==> config.mk <==
export PLATFORM = sky130hd
export DESIGN_NAME = phy_port_control_status_regs
export DESIGN_NICKNAME = d
export VERILOG_FILES = /design/src/hdl/phy_regs_pkg.sv /design/src/hdl/phy_port_control_status_regs.sv
export SDC_FILE = /design/constraint.sdc
export NUM_CORES = 1
export LEC_CHECK = 0
export ABC_AREA = 1
export BUFFER_PORTS_ARGS = -buffer_cell sky130_fd_sc_hd__buf_4
export CAP_MARGIN = 20
export CORE_MARGIN = 10
export CORE_UTILIZATION = 55
export CTS_CLUSTER_SIZE = 25
export DETAILED_ROUTE_END_ITERATION = 10
export GPL_ROUTABILITY_DRIVEN = 0
export PLACE_DENSITY = 0.84
export SKIP_LAST_GASP = 1
export SLEW_MARGIN = 20
export SYNTH_ARGS = -nofsm -noshare
export SYNTH_HDL_FRONTEND = slang
export SYNTH_SLANG_ARGS = --single-unit
==> constraint.sdc <==
create_clock -name i_clk -period 2.4 [get_ports i_clk]
set_input_delay 0.12 -clock i_clk [delete_from_list [all_inputs] [get_ports i_clk]]
set_output_delay 0.12 -clock i_clk [all_outputs]
set_load 0.02 [all_outputs]
==> src/hdl/phy_regs_pkg.sv <==
// Constants, field positions and carrier types for the transceiver register group
package phy_regs_pkg;
  // Register indices; byte address is four times the index
  localparam logic [9:0] IDX_PHY_RESET   = 10'h0D8;
  localparam logic [9:0] IDX_BASIC_CTRL  = 10'h0E4;
  localparam logic [9:0] IDX_BASIC_STAT  = 10'h0E6;
  localparam logic [9:0] IDX_ID_LOW      = 10'h0E8;
  localparam logic [9:0] IDX_ID_HIGH     = 10'h0EA;
  localparam logic [9:0] IDX_ADVERTISE   = 10'h0EC;
  localparam logic [9:0] IDX_PORT_CTRL   = 10'h0F6;
  localparam logic [9:0] IDX_IRQ_STATUS  = 10'h100;
  localparam logic [9:0] IDX_IRQ_CLEAR   = 10'h102;
  localparam logic [9:0] IDX_IRQ_ENABLE  = 10'h104;
  // Basic control field positions
  localparam int BC_LOOPBACK   = 14;
  localparam int BC_FORCE_100  = 13;
  localparam int BC_AN_ENABLE  = 12;
  localparam int BC_AN_RESTART = 9;
  localparam int BC_FULL_DUP   = 8;
  localparam int BC_MDIX_ALG   = 5;
  localparam int BC_MDIX_FORCE = 4;
  localparam int BC_MDIX_DIS   = 3;
  localparam int BC_TX_DIS     = 1;
  localparam int BC_LED_OFF    = 0;
  // Port control field positions
  localparam int PC_LED_OFF    = 15;
  localparam int PC_TX_DIS     = 14;
  localparam int PC_AN_RESTART = 13;
  localparam int PC_MDIX_DIS   = 10;
  localparam int PC_MDIX_FORCE = 9;
  localparam int PC_AN_ENABLE  = 7;
  localparam int PC_FORCE_100  = 6;
  localparam int PC_FULL_DUP   = 5;
  localparam int PC_PAUSE      = 4;
  // Advertisement field positions
  localparam int AD_PAUSE      = 10;
  localparam int AD_LO         = 5;
  localparam logic [4:0]  AD_SELECTOR   = 5'h01;
  // Fixed status pattern: 100/10 full/half and auto-negotiation capable
  localparam logic [15:0] STAT_FIXED    = 16'h7808;
  localparam int ST_AN_DONE    = 5;
  localparam int ST_LINK       = 2;
  // Identifier words, arbitrary values
  localparam logic [15:0] ID_LOW_CODE   = 16'hA5C3;
  localparam logic [15:0] ID_HIGH_CODE  = 16'h005A;
  // Interrupt status bits
  localparam int IRQ_LINK_CHG  = 0;
  localparam int IRQ_AN_DONE   = 1;
  localparam int IRQ_W         = 2;

  typedef struct packed {
    logic loopback;
    logic force_100;
    logic an_enable;
    logic full_duplex;
    logic crossover_algorithm_select;
    logic mdix_force;
    logic auto_mdix_disable;
    logic tx_disable;
    logic led_off;
  } ctrl_t;

  typedef struct packed {
    logic pause;
    logic adv_100_full;
    logic adv_100_half;
    logic adv_10_full;
    logic adv_10_half;
  } adv_t;

  localparam ctrl_t CTRL_RESET = '{loopback: 1'b0, force_100: 1'b1, an_enable: 1'b1,
                                   full_duplex: 1'b1, crossover_algorithm_select: 1'b1,
                                   mdix_force: 1'b0, auto_mdix_disable: 1'b0,
                                   tx_disable: 1'b0, led_off: 1'b0};
  localparam adv_t  ADV_RESET  = 5'h1F;
endpackage

==> src/hdl/phy_port_control_status_regs.sv <==
// AHB-Lite register group controlling and reporting on the integrated transceiver
`timescale 1ns/1ps

// Summary of operation
// - Reset bit write pulses transceiver reset, self-clears
// - Control bit 14 loops host data back
// - Autoneg off: bit 13 picks 100/10
// - Control bit 9 write restarts autonegotiation
// - Control bit 8 picks full/half duplex
// - Control bit 5 selects crossover algorithm variant
// - Bit 3 disables auto crossover, 4 forces
// - Control bit 1 disables the transmitter
// - Control bit 0 turns all LEDs off
// - Status capability bits fixed, T4 zero
// - Status bit 5 shows negotiation complete
// - Status bit 2 shows live link state
// - Status bit 3 reads constant one
// - Extended, preamble, jabber bits read zero
// - Identifier readable as two fixed words
// - Advertisement bit 10 offers pause
// - Advertisement bits 8..5 offer abilities, fixed selector
module phy_port_control_status_regs
  import phy_regs_pkg::*;
(
  input  wire logic        i_clk,
  input  wire logic        i_arst_n,
  input  wire logic        i_hsel,
  input  wire logic [31:0] i_haddr,
  input  wire logic [1:0]  i_htrans,
  input  wire logic        i_hwrite,
  input  wire logic [2:0]  i_hsize,
  input  wire logic [31:0] i_hwdata,
  input  wire logic        i_hready,
  output logic      [31:0] o_hrdata,
  output logic             o_hreadyout,
  output logic             o_hresp,
  input  wire logic        i_link_up,
  input  wire logic        i_an_complete,
  output ctrl_t            o_ctrl,
  output adv_t             o_adv,
  output logic             o_phy_reset,
  output logic             o_an_restart,
  output logic             o_irq
);

  function automatic logic [31:0] byte_addr(input logic [9:0] idx);
    byte_addr = {20'h00000, idx, 2'b00};
  endfunction

  ctrl_t             ctrl_reg;
  adv_t              adv_reg;
  logic              wr_pend_reg;
  logic              rd_pend_reg;
  logic [31:0]       addr_reg;
  logic [31:0]       rdata_next;
  logic              wr_done;
  logic [15:0]       wdat;
  logic              link_meta_reg;
  logic              link_sync_reg;
  logic              link_prev_reg;
  logic              an_meta_reg;
  logic              an_sync_reg;
  logic              an_prev_reg;
  logic [IRQ_W-1:0]  irq_stat_reg;
  logic [IRQ_W-1:0]  irq_en_reg;
  logic [IRQ_W-1:0]  irq_event;
  logic              accept;

  assign accept  = i_hsel && i_htrans[1] && i_hready;
  assign wr_done = wr_pend_reg && i_hready;
  assign wdat    = i_hwdata[15:0];

  // Bus phase tracking; reads take one wait state so a write just before is seen
  always_ff @(posedge i_clk or negedge i_arst_n) begin
    if (!i_arst_n) begin
      wr_pend_reg <= 1'b0;
      rd_pend_reg <= 1'b0;
      addr_reg    <= 32'h00000000;
      o_hreadyout <= 1'b1;
      o_hrdata    <= 32'h00000000;
    end else begin
      if (i_hready) begin
        wr_pend_reg <= accept && i_hwrite;
        rd_pend_reg <= accept && !i_hwrite;
        if (accept) begin
          addr_reg <= i_haddr;
        end
        o_hreadyout <= !(accept && !i_hwrite);
      end else if (rd_pend_reg) begin
        o_hrdata    <= rdata_next;
        o_hreadyout <= 1'b1;
      end
    end
  end

  always_ff @(posedge i_clk or negedge i_arst_n) begin
    if (!i_arst_n) begin
      o_hresp <= 1'b0;
    end else begin
      o_hresp <= 1'b0;
    end
  end

  // Read mux; unmapped addresses read zero with an OKAY answer
  always_comb begin
    rdata_next = 32'h00000000;
    case (addr_reg)
      byte_addr(IDX_BASIC_CTRL): begin
        rdata_next[BC_LOOPBACK]   = ctrl_reg.loopback;
        rdata_next[BC_FORCE_100]  = ctrl_reg.force_100;
        rdata_next[BC_AN_ENABLE]  = ctrl_reg.an_enable;
        rdata_next[BC_FULL_DUP]   = ctrl_reg.full_duplex;
        rdata_next[BC_MDIX_ALG]   = ctrl_reg.crossover_algorithm_select;
        rdata_next[BC_MDIX_FORCE] = ctrl_reg.mdix_force;
        rdata_next[BC_MDIX_DIS]   = ctrl_reg.auto_mdix_disable;
        rdata_next[BC_TX_DIS]     = ctrl_reg.tx_disable;
        rdata_next[BC_LED_OFF]    = ctrl_reg.led_off;
      end
      byte_addr(IDX_BASIC_STAT): begin
        rdata_next[15:0]       = STAT_FIXED;
        rdata_next[ST_AN_DONE] = an_sync_reg;
        rdata_next[ST_LINK]    = link_sync_reg;
      end
      byte_addr(IDX_ID_LOW):  rdata_next[15:0] = ID_LOW_CODE;
      byte_addr(IDX_ID_HIGH): rdata_next[15:0] = ID_HIGH_CODE;
      byte_addr(IDX_ADVERTISE): begin
        rdata_next[AD_PAUSE]         = adv_reg.pause;
        rdata_next[AD_LO+3:AD_LO]    = adv_reg[3:0];
        rdata_next[4:0]              = AD_SELECTOR;
      end
      byte_addr(IDX_PORT_CTRL): begin
        rdata_next[PC_LED_OFF]    = ctrl_reg.led_off;
        rdata_next[PC_TX_DIS]     = ctrl_reg.tx_disable;
        rdata_next[PC_MDIX_DIS]   = ctrl_reg.auto_mdix_disable;
        rdata_next[PC_MDIX_FORCE] = ctrl_reg.mdix_force;
        rdata_next[PC_AN_ENABLE]  = ctrl_reg.an_enable;
        rdata_next[PC_FORCE_100]  = ctrl_reg.force_100;
        rdata_next[PC_FULL_DUP]   = ctrl_reg.full_duplex;
        rdata_next[PC_PAUSE:0]    = adv_reg;
      end
      byte_addr(IDX_IRQ_STATUS): rdata_next[IRQ_W-1:0] = irq_stat_reg;
      byte_addr(IDX_IRQ_ENABLE): rdata_next[IRQ_W-1:0] = irq_en_reg;
      default: rdata_next = 32'h00000000;
    endcase
  end

  // One storage per control bit, written through either alias except loopback and crossover select, which only basic control writes
  always_ff @(posedge i_clk or negedge i_arst_n) begin
    if (!i_arst_n) begin
      ctrl_reg <= CTRL_RESET;
    end else if (wr_done && addr_reg == byte_addr(IDX_BASIC_CTRL)) begin
      ctrl_reg.loopback                   <= wdat[BC_LOOPBACK];
      ctrl_reg.force_100                  <= wdat[BC_FORCE_100];
      ctrl_reg.an_enable                  <= wdat[BC_AN_ENABLE];
      ctrl_reg.full_duplex                <= wdat[BC_FULL_DUP];
      ctrl_reg.crossover_algorithm_select <= wdat[BC_MDIX_ALG];
      ctrl_reg.mdix_force                 <= wdat[BC_MDIX_FORCE];
      ctrl_reg.auto_mdix_disable          <= wdat[BC_MDIX_DIS];
      ctrl_reg.tx_disable                 <= wdat[BC_TX_DIS];
      ctrl_reg.led_off                    <= wdat[BC_LED_OFF];
    end else if (wr_done && addr_reg == byte_addr(IDX_PORT_CTRL)) begin
      ctrl_reg.led_off           <= wdat[PC_LED_OFF];
      ctrl_reg.tx_disable        <= wdat[PC_TX_DIS];
      ctrl_reg.auto_mdix_disable <= wdat[PC_MDIX_DIS];
      ctrl_reg.mdix_force        <= wdat[PC_MDIX_FORCE];
      ctrl_reg.an_enable         <= wdat[PC_AN_ENABLE];
      ctrl_reg.force_100         <= wdat[PC_FORCE_100];
      ctrl_reg.full_duplex       <= wdat[PC_FULL_DUP];
    end
  end

  always_ff @(posedge i_clk or negedge i_arst_n) begin
    if (!i_arst_n) begin
      adv_reg <= ADV_RESET;
    end else if (wr_done && addr_reg == byte_addr(IDX_ADVERTISE)) begin
      adv_reg <= {wdat[AD_PAUSE], wdat[AD_LO+3:AD_LO]};
    end else if (wr_done && addr_reg == byte_addr(IDX_PORT_CTRL)) begin
      adv_reg <= wdat[PC_PAUSE:0];
    end
  end

  assign o_ctrl = ctrl_reg;
  assign o_adv  = adv_reg;

  // Self-clearing strobes: reset and restart read back as zero
  always_ff @(posedge i_clk or negedge i_arst_n) begin
    if (!i_arst_n) begin
      o_phy_reset  <= 1'b0;
      o_an_restart <= 1'b0;
    end else begin
      o_phy_reset  <= wr_done && addr_reg == byte_addr(IDX_PHY_RESET) && wdat[0];
      o_an_restart <= wr_done && ((addr_reg == byte_addr(IDX_BASIC_CTRL) &&
                                   wdat[BC_AN_RESTART]) ||
                                  (addr_reg == byte_addr(IDX_PORT_CTRL) &&
                                   wdat[PC_AN_RESTART]));
    end
  end

  // Pin inputs come from the transceiver's domain, so two flops first
  always_ff @(posedge i_clk or negedge i_arst_n) begin
    if (!i_arst_n) begin
      link_meta_reg <= 1'b0;
      link_sync_reg <= 1'b0;
      link_prev_reg <= 1'b0;
      an_meta_reg   <= 1'b0;
      an_sync_reg   <= 1'b0;
      an_prev_reg   <= 1'b0;
    end else begin
      link_meta_reg <= i_link_up;
      link_sync_reg <= link_meta_reg;
      link_prev_reg <= link_sync_reg;
      an_meta_reg   <= i_an_complete;
      an_sync_reg   <= an_meta_reg;
      an_prev_reg   <= an_sync_reg;
    end
  end

  assign irq_event[IRQ_LINK_CHG] = link_sync_reg ^ link_prev_reg;
  assign irq_event[IRQ_AN_DONE]  = an_sync_reg && !an_prev_reg;

  // A new event wins over a clear landing in the same cycle
  always_ff @(posedge i_clk or negedge i_arst_n) begin
    if (!i_arst_n) begin
      irq_stat_reg <= '0;
      irq_en_reg   <= '0;
      o_irq        <= 1'b0;
    end else begin
      if (wr_done && addr_reg == byte_addr(IDX_IRQ_CLEAR)) begin
        irq_stat_reg <= (irq_stat_reg & ~wdat[IRQ_W-1:0]) | irq_event;
      end else begin
        irq_stat_reg <= irq_stat_reg | irq_event;
      end
      if (wr_done && addr_reg == byte_addr(IDX_IRQ_ENABLE)) begin
        irq_en_reg <= wdat[IRQ_W-1:0];
      end
      o_irq <= |(irq_stat_reg & irq_en_reg);
    end
  end

  a_phy_reset_pulse: assert property (@(posedge i_clk) disable iff (!i_arst_n)
    (wr_done && addr_reg == byte_addr(IDX_PHY_RESET) && i_hwdata[0])
      |=> o_phy_reset ##1 !o_phy_reset)
    else $error("reset bit write did not give a single pulse");

  a_reset_keeps_ctrl: assert property (@(posedge i_clk) disable iff (!i_arst_n)
    o_phy_reset |-> $stable(o_ctrl) && $stable(o_adv))
    else $error("transceiver reset disturbed control storage");

  a_loopback_write: assert property (@(posedge i_clk) disable iff (!i_arst_n)
    (wr_done && addr_reg == byte_addr(IDX_BASIC_CTRL))
      |=> o_ctrl.loopback == $past(i_hwdata[BC_LOOPBACK]))
    else $error("loopback bit not taken from write");

  a_loop_not_aliased: assert property (@(posedge i_clk) disable iff (!i_arst_n)
    (wr_done && addr_reg == byte_addr(IDX_PORT_CTRL))
      |=> o_ctrl.loopback == $past(o_ctrl.loopback))
    else $error("port control write changed loopback");

  a_speed_write: assert property (@(posedge i_clk) disable iff (!i_arst_n)
    (wr_done && addr_reg == byte_addr(IDX_BASIC_CTRL))
      |=> o_ctrl.force_100 == $past(i_hwdata[BC_FORCE_100]) &&
          o_ctrl.an_enable == $past(i_hwdata[BC_AN_ENABLE]))
    else $error("speed or negotiation enable not taken");

  a_restart_pulse: assert property (@(posedge i_clk) disable iff (!i_arst_n)
    (wr_done && addr_reg == byte_addr(IDX_BASIC_CTRL) && i_hwdata[BC_AN_RESTART])
      |=> o_an_restart ##1 !o_an_restart)
    else $error("restart write did not pulse once");

  a_restart_reads_zero: assert property (@(posedge i_clk) disable iff (!i_arst_n)
    (rd_pend_reg && !i_hready && addr_reg == byte_addr(IDX_BASIC_CTRL))
      |=> !o_hrdata[BC_AN_RESTART])
    else $error("restart bit did not read back as zero");

  a_duplex_write: assert property (@(posedge i_clk) disable iff (!i_arst_n)
    (wr_done && addr_reg == byte_addr(IDX_BASIC_CTRL))
      |=> o_ctrl.full_duplex == $past(i_hwdata[BC_FULL_DUP]))
    else $error("duplex bit not taken from write");

  a_xover_select: assert property (@(posedge i_clk) disable iff (!i_arst_n)
    (wr_done && addr_reg == byte_addr(IDX_BASIC_CTRL))
      |=> o_ctrl.crossover_algorithm_select == $past(i_hwdata[BC_MDIX_ALG]))
    else $error("crossover variant bit not taken");

  a_mdix_write: assert property (@(posedge i_clk) disable iff (!i_arst_n)
    (wr_done && addr_reg == byte_addr(IDX_BASIC_CTRL))
      |=> o_ctrl.mdix_force == $past(i_hwdata[BC_MDIX_FORCE]) &&
          o_ctrl.auto_mdix_disable == $past(i_hwdata[BC_MDIX_DIS]))
    else $error("crossover force or disable not taken");

  a_tx_disable: assert property (@(posedge i_clk) disable iff (!i_arst_n)
    (wr_done && addr_reg == byte_addr(IDX_BASIC_CTRL))
      |=> o_ctrl.tx_disable == $past(i_hwdata[BC_TX_DIS]))
    else $error("transmit disable bit not taken");

  a_led_off: assert property (@(posedge i_clk) disable iff (!i_arst_n)
    (wr_done && addr_reg == byte_addr(IDX_BASIC_CTRL))
      |=> o_ctrl.led_off == $past(i_hwdata[BC_LED_OFF]))
    else $error("led off bit not taken");

  a_status_fixed: assert property (@(posedge i_clk) disable iff (!i_arst_n)
    (rd_pend_reg && !i_hready && addr_reg == byte_addr(IDX_BASIC_STAT))
      |=> o_hreadyout && o_hrdata[15:11] == 5'h0F && o_hrdata[3] && !o_hrdata[0] &&
          o_hrdata[2] == $past(link_sync_reg))
    else $error("status read pattern wrong");

  a_an_done_read: assert property (@(posedge i_clk) disable iff (!i_arst_n)
    (rd_pend_reg && !i_hready && addr_reg == byte_addr(IDX_BASIC_STAT))
      |=> o_hrdata[ST_AN_DONE] == $past(an_sync_reg))
    else $error("negotiation complete bit wrong");

  a_an_done_latch: assert property (@(posedge i_clk) disable iff (!i_arst_n)
    $rose(an_sync_reg) |-> irq_event[IRQ_AN_DONE] ##1 irq_stat_reg[IRQ_AN_DONE])
    else $error("negotiation complete not latched");

  a_status_capable: assert property (@(posedge i_clk) disable iff (!i_arst_n)
    (rd_pend_reg && !i_hready && addr_reg == byte_addr(IDX_BASIC_STAT))
      |=> o_hrdata[3])
    else $error("negotiation capable bit not one");

  a_status_unsup: assert property (@(posedge i_clk) disable iff (!i_arst_n)
    (rd_pend_reg && !i_hready && addr_reg == byte_addr(IDX_BASIC_STAT))
      |=> !o_hrdata[0] && !o_hrdata[1] && !o_hrdata[6])
    else $error("unsupported status bits not zero");

  a_id_low_read: assert property (@(posedge i_clk) disable iff (!i_arst_n)
    (rd_pend_reg && !i_hready && addr_reg == byte_addr(IDX_ID_LOW))
      |=> o_hrdata == {16'h0000, ID_LOW_CODE})
    else $error("identifier low word wrong");

  a_id_high_read: assert property (@(posedge i_clk) disable iff (!i_arst_n)
    (rd_pend_reg && !i_hready && addr_reg == byte_addr(IDX_ID_HIGH))
      |=> o_hrdata == {16'h0000, ID_HIGH_CODE})
    else $error("identifier high word wrong");

  a_port_alias: assert property (@(posedge i_clk) disable iff (!i_arst_n)
    (wr_done && addr_reg == byte_addr(IDX_PORT_CTRL))
      |=> o_ctrl.led_off == $past(i_hwdata[PC_LED_OFF]) &&
          o_adv == $past(i_hwdata[PC_PAUSE:0]))
    else $error("alias write did not reach shared storage");

  a_alias_ctrl_bits: assert property (@(posedge i_clk) disable iff (!i_arst_n)
    (wr_done && addr_reg == byte_addr(IDX_PORT_CTRL))
      |=> o_ctrl.tx_disable == $past(i_hwdata[PC_TX_DIS]) &&
          o_ctrl.auto_mdix_disable == $past(i_hwdata[PC_MDIX_DIS]) &&
          o_ctrl.mdix_force == $past(i_hwdata[PC_MDIX_FORCE]) &&
          o_ctrl.an_enable == $past(i_hwdata[PC_AN_ENABLE]) &&
          o_ctrl.force_100 == $past(i_hwdata[PC_FORCE_100]) &&
          o_ctrl.full_duplex == $past(i_hwdata[PC_FULL_DUP]))
    else $error("alias control bits not shared");

  a_restart_alias: assert property (@(posedge i_clk) disable iff (!i_arst_n)
    (wr_done && addr_reg == byte_addr(IDX_PORT_CTRL) && i_hwdata[PC_AN_RESTART])
      |=> o_an_restart)
    else $error("alias restart write did not pulse");

  a_adv_write: assert property (@(posedge i_clk) disable iff (!i_arst_n)
    (wr_done && addr_reg == byte_addr(IDX_ADVERTISE))
      |=> o_adv.pause == $past(i_hwdata[AD_PAUSE]) &&
          o_adv.adv_10_half == $past(i_hwdata[AD_LO]))
    else $error("advertisement bits not taken");

  a_adv_abilities: assert property (@(posedge i_clk) disable iff (!i_arst_n)
    (wr_done && addr_reg == byte_addr(IDX_ADVERTISE))
      |=> o_adv[3:0] == $past(i_hwdata[AD_LO+3:AD_LO]))
    else $error("advertised abilities not taken");

  a_adv_selector: assert property (@(posedge i_clk) disable iff (!i_arst_n)
    (rd_pend_reg && !i_hready && addr_reg == byte_addr(IDX_ADVERTISE))
      |=> o_hrdata[4:0] == AD_SELECTOR &&
          o_hrdata[AD_PAUSE] == $past(o_adv.pause))
    else $error("advertisement read pattern wrong");

  a_link_follows: assert property (@(posedge i_clk) disable iff (!i_arst_n)
    $rose(link_sync_reg) |-> irq_event[IRQ_LINK_CHG] ##1 irq_stat_reg[IRQ_LINK_CHG])
    else $error("link change not latched");

endmodule

==> impl_metrics.csv, run 1 <==
group,metric,value,unit
yosys,synth-warning-count,0,
run,cap_violations,0,
drt,drt_iter0_drc,209,
layout,largest_register_ffs,32,
clocking,cts_resized,0,
layout,finalNonFillerCells,658,
yosys,synth_area_leaders,"dfrtp_1 44%, nand2_1 11%, dfstp_2 6.8%",
min_path,min_path_type,"in -> reg",
drt,drc,0,
drt,detail-route-antenna-nets,0,
sta,final-setup-viol-count,0,
placement,place_inst,620,
placement,dp_hpwl,7314,um
clocking,cts_inserted_buffers,9,
global_routing,grt_pass1_wl,15980,um
floorplanning,coreArea,6832,um2
clocking,insertion_delay,0.36,ns
clocking,root_buffer,"clkbuf_8",
layout,diodes,0,
placement,pre_cts_slack,0.6198,ns
drt,wirelength,9804,um
yosys,synth_seq_area_share,50.47,%
clocking,cts_tree,"done",
clocking,clockBufferDepth,2,
global_routing,grt_remaining_overflow,0,
sta,rsz0062_at_grt,"no",
critical_path,worst_path_max_delay_cell,"dfrtp_1",
critical_path,worstSetupPathType,"reg -> reg",
sta,clock_skew,0.01052,ns
layout,fin_nets,633,
power_and_ir_drop,peakVddDrop,0.0004875,V
sta,hold_viol,0,
critical_path,crit_path_frequent_cell,"nand2_4",
sta,slew_viol_final,0,
yosys,yosysMostFrequentCell,"nand2_1",
power_and_ir_drop,power.density,615.9,nW/um2
layout,area_growth,28.58,%
yosys,synth_cells,445,
yosys,synth_top_area_share,43.72,%
yosys,synthTopCellsByCount,"113 x nand2_1, 68 x dfrtp_1, 56 x nor2_1, 33 x nand3_1, 27 x inv_1",
layout,drive_gt1_share,31.49,%
critical_path,cpPeakStageDelay,0.39,ns
critical_path,cp-start-kind,"flop",
status,status,"finished clean",
yosys,synth.distinct_cells,38,
power_and_ir_drop,power,3.082,mW
yosys,synth_area_leader_cell,"dfrtp_1",
layout,final_area,5005,um2
floorplanning,floorplan.initialDensity,56.98,%
floorplanning,die_h,104.1,um
clocking,htreeDepth,3,
yosys,synthArstFlopShare,100.0,%
critical_path,crit_start,"addr_reg[17]$_DFFE_PN0P_",
drt,first_pass_iters,4,
sta,worstMarginPinSlew,0.9497,ns
critical_path,crit_chain,"nor2_1 -> nand2_1 -> nor2_2 -> nand2_4 -> clkinv_2 -> nand2_4 -> inv_4 -> nand2_4 -> nand2_4 -> inv_2 -> nand2_1 -> nand3_1",
global_routing,antenna_found_initial,0,
drt,wl_per_cell,14.90,um
sta,fin_crit_sh,76.75,%
critical_path,r2r_start,"addr_reg[17]$_DFFE_PN0P_",
global_routing,grt_max_degree,79,
drt,via_per_inst,5.047,
yosys,netlist_area,3892,um2
floorplanning,die_area,10840,um2
floorplanning,rows,30,
yosys,ys_ff_latch,78,
drt,via_count,3321,
placement,placed_area,4562,um2
sta,min_period,1.842,ns
clocking,cts.sinks,78,
sta,fin_tns_setup,0,ns
power_and_ir_drop,p_leak,2.574,nW
global_routing,grtUsageTotal,17.75,%
yosys,synth_area_per_cell,8.747,um2
sta,worst_slack,0.5579,ns
critical_path,cp_data_required_time,2.65,ns
global_routing,grt_pass1_vias,3376,
critical_path,critPathCaptureType,"flop",
critical_path,crit_arrival,2.09,ns
clocking,clkTransAtPathRegs,0.09,ns
floorplanning,die_x,104.1,um
floorplanning,io-pin-count,127,
yosys,synth_edf_count,0,
yosys,ys.flop_type,"dfrtp_1",
sta,slew_headroom,36.68,%
critical_path,crit_fanout,15,
placement,port_buffers,88,
sta,fmax,542.9,MHz
min_path,holdCritStartpoint,"i_haddr[12]",
-- through the flow --
stage | hold slack, ns | util (%)
2_1_floorplan | -0.1756 | -
6_report | 0.0002335 | 73.26
5_1_grt | 0.01189 | 73.26
3_3_place_gp | 0.2289 | 66.78
4_1_cts | 0.001213 | 73.26
3_5_place_dp | 0.2305 | 66.78
-- cell usage in the layout, fill, tap and decap left out, types with 2 or more instances in the layout --
cell type and instances:
nand2_4 8, nor2_1 56, bufinv_16 2, o21ai_1 2
clkinv_4 3, dfrtp_1 68, nor2_4 6, conb_1 17
o21ai_0 11, nand2_2 6, a21oi_1 24, nand4_1 2
inv_2 9, o211ai_2 3, buf_4 90, dlygate4sd3_1 22
mux2_2 17, nor3_1 2, nand2_1 113, dfstp_2 10
clkbuf_8 9, inv_1 27, nand3_1 32, clkinv_2 2
nor2_2 5
-- report_power, final --
part,switching (mW),internal [mW]
clock network,0.501,0.595
logic,0.253,0.216
registers,0.0772,1.44
-- area by class of cell --
class                           instances  area, um2
Clock inverter                          6      95.09
Fill cell                             506       1827
Multi-Input combinational cell        316       1647
Clock buffer                           10      127.6
Timing Repair Buffer                  112      895.9
Inverter                               40      155.1
Tap cell                               96      120.1
Sequential cell                        78       1964
-- final timing paths --
path                                            end  slack (ns)  cells past startpoint
max in group asynchronous  o_hrdata[12]$_DFFE_PN0P_        1.34                      2
min in group asynchronous  addr_reg[29]$_DFFE_PN0P_        0.44                      2
max                           o_ctrl[2]$_DFFE_PN0P_        0.56                     12
min                        addr_reg[12]$_DFFE_PN0P_      0.0002                      3
min reg2reg                   an_sync_reg$_DFF_PN0_        0.35                      0
max reg2reg                   o_ctrl[2]$_DFFE_PN0P_        0.56                     12
-- worst max-delay path, delay by kind of cell (launching register included) --
family,cells,cell delay [ns]
buf+inv,3,0.42
flops,1,0.39
simple gates,9,0.92
-- layer usage --
layer / up-vias / track usage, % / wire (um) / share of wire, %
met5: - / 0 / 0 / 0
met4: 0 / 7.356 / 201 / 2.1
met3: 15 / 4.461 / 669 / 6.8
met2: 114 / 31.62 / 5129 / 52
met1: 1586 / 19.60 / 3803 / 39
li1: 1606 / - / - / -
-- what timing repair did --
item,4_1_cts,5_1_grt
hold buffers,22,0
hold endpoints to repair,89,0
setup buffers,0,0
-- logic make-up (layout without fill, tap and decap cells) --
| kind of cell | Yosys count | count (layout) | share of synthesized area [%] |
|---|---|---|---|
| flip-flops | 78 | 78 | 50.47 |
| multiplexers | 17 | 17 | 4.918 |
| AND/OR/NAND/NOR | 236 | 236 | 28.51 |
| XOR/XNOR | 1 | 1 | 0.2250 |
| other | 1 | 17 | 0.09634 |
| AO/OA/AOI/OAI | 45 | 45 | 6.879 |
| buffers and inverters | 67 | 168 | 8.904 |
No activity file was read; power rests on OpenSTA's default activity.
==> run 2: changes to the inputs <==
--- a/config.mk
+++ b/config.mk
@@ -9,11 +9,11 @@
 export BUFFER_PORTS_ARGS = -buffer_cell sky130_fd_sc_hd__buf_4
 export CAP_MARGIN = 20
 export CORE_MARGIN = 10
-export CORE_UTILIZATION = 55
+export CORE_UTILIZATION = 51
 export CTS_CLUSTER_SIZE = 25
 export DETAILED_ROUTE_END_ITERATION = 10
 export GPL_ROUTABILITY_DRIVEN = 0
-export PLACE_DENSITY = 0.84
+export PLACE_DENSITY = 0.78
 export SKIP_LAST_GASP = 1
 export SLEW_MARGIN = 20
 export SYNTH_ARGS = -nofsm -noshare
==> constraint.sdc (replaced) <==
create_clock -name i_clk -period 1.9 [get_ports i_clk]
set_input_delay 0.095 -clock i_clk [delete_from_list [all_inputs] [get_ports i_clk]]
set_output_delay 0.095 -clock i_clk [all_outputs]
set_load 0.02 [all_outputs]
==> run 2 against run 1 <==
Net effect:
- wire length increased by 6.2%
- critical path depth unchanged
- hold slack improved by 0.0083 ns
- sequential power increased by 26%
- setup slack got worse by 0.38 ns
- total power increased by 29%
- clock power increased by 29%
- global-route usage increased by 0.70 points
- non-clock buffer count increased by 20
- first-iteration DRC count decreased by 11%
- largest cell class unchanged
==> impl_metrics.csv, run 2 (synthesized netlist as in run 1, its figures left out) <==
group,metric,value,unit
drt,wl_met1,3995,um
clocking,clockBufferDepth,2,
layout,drive_gt1_share,30.93,%
layout,fin_nets,653,
min_path,holdCritStartpoint,"i_hwdata[6]",
critical_path,reg2regPathDepth,12,
global_routing,grt_pass1_wl,17240,um
sta,slew_viol_final,0,
min_path,min_path_type,"in -> reg",
status,status,"finished clean",
drt,via_count,3432,
sta,clock_skew,0.01453,ns
drt,drc,0,
critical_path,crit_start,"addr_reg[17]$_DFFE_PN0P_",
power_and_ir_drop,p_leak,2.662,nW
run,cap_violations,0,
critical_path,crit_fanout,15,
placement,pre_cts_slack,0.1844,ns
clocking,cts_inserted_buffers,9,
clocking,root_buffer,"clkbuf_8",
clocking,clkTransAtPathRegs,0.09,ns
power_and_ir_drop,peakVddDrop,0.0006952,V
floorplanning,io-pin-count,127,
global_routing,grt_max_degree,41,
floorplanning,die_area,11530,um2
floorplanning,rows,31,
min_path,whs_path_depth,3,
global_routing,antenna_found_initial,3,
sta,slew_headroom,65.71,%
sta,fmax,582.3,MHz
drt,drt_iter0_drc,187,
critical_path,crit_arrival,1.96,ns
drt,first_pass_iters,5,
clocking,cts_tree,"done",
sta,hold_viol,0,
layout,final_common_cell,"nand2_1",
placement,placed_area,4593,um2
critical_path,critPathCaptureType,"flop",
power_and_ir_drop,power.density,760.2,nW/um2
clocking,postCtsSetupBuffers,0,
global_routing,grt_remaining_overflow,0,
clocking,insertion_delay,0.37,ns
clocking,cts.sinks,78,
floorplanning,die_x,107.4,um
placement,port_buffers,88,
placement,dp_hpwl,7360,um
critical_path,cp_data_required_time,2.14,ns
global_routing,grt_pass1_vias,3582,
global_routing,grtUsageTotal,18.45,%
drt,wl_per_cell,15.22,um
floorplanning,coreArea,7331,um2
layout,final_cell_mix,"113 x nand2_1, 91 x buf_4, 68 x dfrtp_1",
sta,worst_slack,0.1826,ns
sta,worstMarginPinSlew,0.5143,ns
drt,detail-route-antenna-nets,0,
power_and_ir_drop,power,3.976,mW
layout,area_growth,34.36,%
layout,fin_util,71.34,%
sta,fin_crit_sh,90.39,%
critical_path,r2r_start,"addr_reg[17]$_DFFE_PN0P_",
sta,min_period,1.717,ns
layout,largest_register_ffs,32,
floorplanning,die_h,107.4,um
drt,routed.top_layer,"met4",
drt,via_per_inst,5.018,
drt,wl_met2,5407,um
critical_path,worstSetupPathType,"reg -> reg",
drt,wirelength,10410,um
sta,final-setup-viol-count,0,
clocking,htreeDepth,3,
floorplanning,floorplan.initialDensity,53.10,%
layout,final_area,5230,um2
critical_path,cp-start-kind,"flop",
sta,whs,0.008565,ns
drt,dr_wl_met3,715,um
## run 2: per-layer routing
layer / GRT usage [%] / vias to the layer above
met5: 0 / -
met4: 8.397 / 0
met3: 4.132 / 25
met2: 32.46 / 128
met1: 20.82 / 1628
li1: - / 1651
## run 2: final timing paths
check                                      endpoint  slack (ns)
setup / recovery              o_ctrl[2]$_DFFE_PN0P_        0.18
hold / removal                 o_adv[1]$_DFFE_PN1P_       0.009
setup reg to reg              o_ctrl[2]$_DFFE_PN0P_        0.18
hold reg to reg               an_sync_reg$_DFF_PN0_        0.35
max in group asynchronous     o_ctrl[5]$_DFFE_PN1P_        0.97
min in group asynchronous  addr_reg[29]$_DFFE_PN0P_        0.28
## run 2: timing repair
action,CTS,global route
hold endpoints to repair,79,0
setup endpoints to repair,0,1
hold buffers,40,0
resized for setup,0,1
## run 2: report_power, final
group          internal (mW)  switching [mW]  total [mW]
Combinational          0.302           0.332       0.634
Clock                  0.757           0.667        1.42
Sequential              1.82          0.0994        1.92
## run 2: through the flow
step | cells | setup TNS, ns
floorplan | 461 | 0
global placement | 625 | 0
detailed placement | 625 | 0
CTS | 681 | 0
global route | 684 | -0.005255
finish | 684 | 0
## run 2: cell type report
| type | instances | area [um2] |
|---|---|---|
| fillers | 536 | 2101 |
| flip-flops and latches | 78 | 1964 |
| multi-input cells | 316 | 1647 |
| repair buffers | 132 | 1104 |
| inverters | 40 | 156.4 |
| clock buffers | 9 | 123.9 |
| well taps | 99 | 123.9 |
| clock inverters | 7 | 103.9 |
| diodes | 3 | 7.507 |
## run 2: worst max-delay path, stage by stage, from the launching register on
cell	delay, ns
dfrtp_1	0.39
nor2_1	0.12
nand2_1	0.07
nor2_2	0.16
nand2_4	0.12
inv_4	0.17
nand2_4	0.08
inv_4	0.09
nand2_4	0.08
nand2_4	0.11
inv_2	0.07
nand2_1	0.05
nand3_1	0.06
==> run 3: changes to the inputs <==
--- a/config.mk
+++ b/config.mk
@@ -13,7 +13,7 @@
 export CTS_CLUSTER_SIZE = 25
 export DETAILED_ROUTE_END_ITERATION = 10
 export GPL_ROUTABILITY_DRIVEN = 0
-export PLACE_DENSITY = 0.78
+export PLACE_DENSITY = 0.8
 export SKIP_LAST_GASP = 1
 export SLEW_MARGIN = 20
 export SYNTH_ARGS = -nofsm -noshare
==> run 3 against run 2 <==
Net effect:
- via count down 0.90%
- critical path depth shrank 2
- final area down 0.33%
- critical path type unchanged
- combinational power hardly changed
- largest cell class unchanged
- highest routed layer unchanged
- utilization fell by 0.24 points
==> impl_metrics.csv, run 3 (synthesized netlist as in run 1, its figures left out) <==
group,metric,value,unit
layout,drive_gt1_share,30.65,%
critical_path,cp-start-kind,"flop",
critical_path,path_depth,10,
placement,port_buffers,88,
layout,area_growth,33.91,%
critical_path,worst_path_max_delay_cell,"dfrtp_1",
critical_path,crit_chain,"nor2_1 -> nand2_1 -> nor2_2 -> nand2_4 -> nor2_8 -> nand2_4 -> nand2_4 -> inv_2 -> nand2_1 -> nand3_1",
power_and_ir_drop,p_seq_share,50.9,%
sta,hold_viol,0,
floorplanning,die_area,11530,um2
clocking,cts.sinks,78,
critical_path,reg2regPathDepth,10,
placement,dp_hpwl,7339,um
critical_path,crit_arrival,1.96,ns
layout,finalNonFillerCells,683,
critical_path,critPathCaptureType,"flop",
global_routing,grt_pass1_wl,16500,um
drt,via_count,3401,
layout,final_common_cell,"nand2_1",
layout,fin_util,71.10,%
floorplanning,rows,31,
drt,first_pass_iters,5,
placement,pre_cts_slack,0.1971,ns
sta,worstMarginPinSlew,0.5184,ns
min_path,holdCritStartpoint,"i_hwdata[0]",
critical_path,crit_buf_inv,1,
critical_path,cpPeakStageDelay,0.39,ns
global_routing,antenna_found_initial,0,
drt,detail-route-antenna-nets,0,
floorplanning,io-pin-count,127,
power_and_ir_drop,p_leak,2.649,nW
sta,rsz0062_at_grt,"no",
min_path,min_path_type,"in -> reg",
clocking,cts_tree,"done",
critical_path,r2r_setup_slack,0.18,ns
critical_path,crit_start,"addr_reg[17]$_DFFE_PN0P_",
layout,fillCellCount,535,
power_and_ir_drop,pwr-share-clk,32.3,%
sta,fin_crit_sh,90.54,%
clocking,htreeDepth,3,
clocking,insertion_delay,0.36,ns
sta,slew_viol_final,0,
sta,clock_skew,0.01104,ns
critical_path,crit_fanout,13,
drt,wirelength,10120,um
floorplanning,coreArea,7331,um2
floorplanning,floorplan.initialDensity,53.10,%
sta,fin_tns_setup,0,ns
power_and_ir_drop,p_int,2.725,mW
drt,via_per_inst,4.980,
floorplanning,die_h,107.4,um
global_routing,grt_remaining_overflow,0,
drt,drc,0,
power_and_ir_drop,combPwrFrac,16.9,%
status,status,"finished clean",
layout,diodes,0,
critical_path,path_delay_family,"simple AND/OR/NAND/NOR gates",
critical_path,worstSetupEndpoint,"o_ctrl[2]$_DFFE_PN0P_",
clocking,root_buffer,"clkbuf_8",
drt,drt_iter0_drc,199,
global_routing,grt_pass1_vias,3406,
layout,largest_register_ffs,32,
clocking,clockBufferDepth,2,
drt,wl_per_cell,14.81,um
power_and_ir_drop,switching_share,27.66,%
clocking,cts_inserted_buffers,9,
layout,final_area,5213,um2
floorplanning,die_x,107.4,um
sta,worst_slack,0.1796,ns
run,cap_violations,0,
critical_path,worstSetupPathType,"reg -> reg",
power_and_ir_drop,power.density,722.7,nW/um2
clocking,clkTransAtPathRegs,0.08,ns
power_and_ir_drop,power,3.767,mW
global_routing,grtUsageTotal,17.78,%
sta,final-setup-viol-count,0,
placement,placed_area,4593,um2
sta,min_period,1.720,ns
sta,slew_headroom,65.44,%
power_and_ir_drop,switching_power,1.042,mW
power_and_ir_drop,peakVddDrop,0.0004609,V
layout,final_cell_mix,"113 x nand2_1, 91 x buf_4, 68 x dfrtp_1",
critical_path,r2r_start,"addr_reg[17]$_DFFE_PN0P_",
placement,place_inst,625,
global_routing,grt_max_degree,42,
critical_path,crit_path_frequent_cell,"nand2_4",
layout,fin_nets,655,
sta,fmax,581.3,MHz
critical_path,cp_data_required_time,2.14,ns
critical_path,r2r_end,"o_ctrl[2]$_DFFE_PN0P_",
sta,whs,0.01512,ns
[run 3: cell types whose count changed in the layout (fill, tap and decap cells not counted), sizes merged]
cell	before	now
dlygate4sd3	40	42
inv	41	38
bufinv	2	1
clkbuf	9	10
clkinv	2	4
diode	3	0
clkinvlp	2	3
[run 3: final cells by class]
| cell class | count | area, um2 | share of cell area (%) |
|---|---|---|---|
| Timing Repair Buffer | 134 | 1124 | 21.56 |
| Clock buffer | 10 | 127.6 | 2.448 |
| Multi-Input combinational cell | 316 | 1652 | 31.68 |
| Sequential cell | 78 | 1964 | 37.69 |
| Clock inverter | 6 | 62.56 | 1.200 |
| Tap cell | 99 | 123.9 | 2.376 |
| Inverter | 40 | 158.9 | 3.048 |
[run 3: timing repair]
action                     4_1_cts  5_1_grt
hold buffers                    42        0
setup buffers                    0        0
hold endpoints to repair        80        0
gates resized for setup          0        3
setup endpoints to repair        0        7
[run 3: power groups by stage]
stage          sequential [mW]  clock, mW  combinational (mW)
2_1_floorplan             1.96          0               0.324
3_3_place_gp              1.93          0               0.546
3_5_place_dp              1.94          0               0.565
4_1_cts                   1.91       1.23               0.635
5_1_grt                   1.93       1.32               0.700
6_report                  1.92       1.21               0.636
[run 3: per-layer routing]
metal	global-route usage [%]	vias up	routed length, um
met5	0	-	0
met4	6.870	0	329
met3	5.269	31	651
met2	30.72	107	5224
met1	20.21	1606	3912
li1	-	1657	-
[run 3: worst min path at each step]
stage	end	slack (ns)	cells past startpoint
floorplan	addr_reg[0]$_DFFE_PN0P_	-0.20	0
global placement	addr_reg[30]$_DFFE_PN0P_	0.10	1
detailed placement	addr_reg[28]$_DFFE_PN0P_	0.10	1
CTS	o_phy_reset$_DFF_PN0_	0.007	3
global route	o_phy_reset$_DFF_PN0_	0.01	3
finish	o_phy_reset$_DFF_PN0_	0.02	3
[run 3: worst reg2reg max path: cells and delay by family (launching register included)]
family	cells	cell delay [ns]
DFF	1	0.39
buffers and inverters	1	0.07
and+or+nand+nor	9	1.15
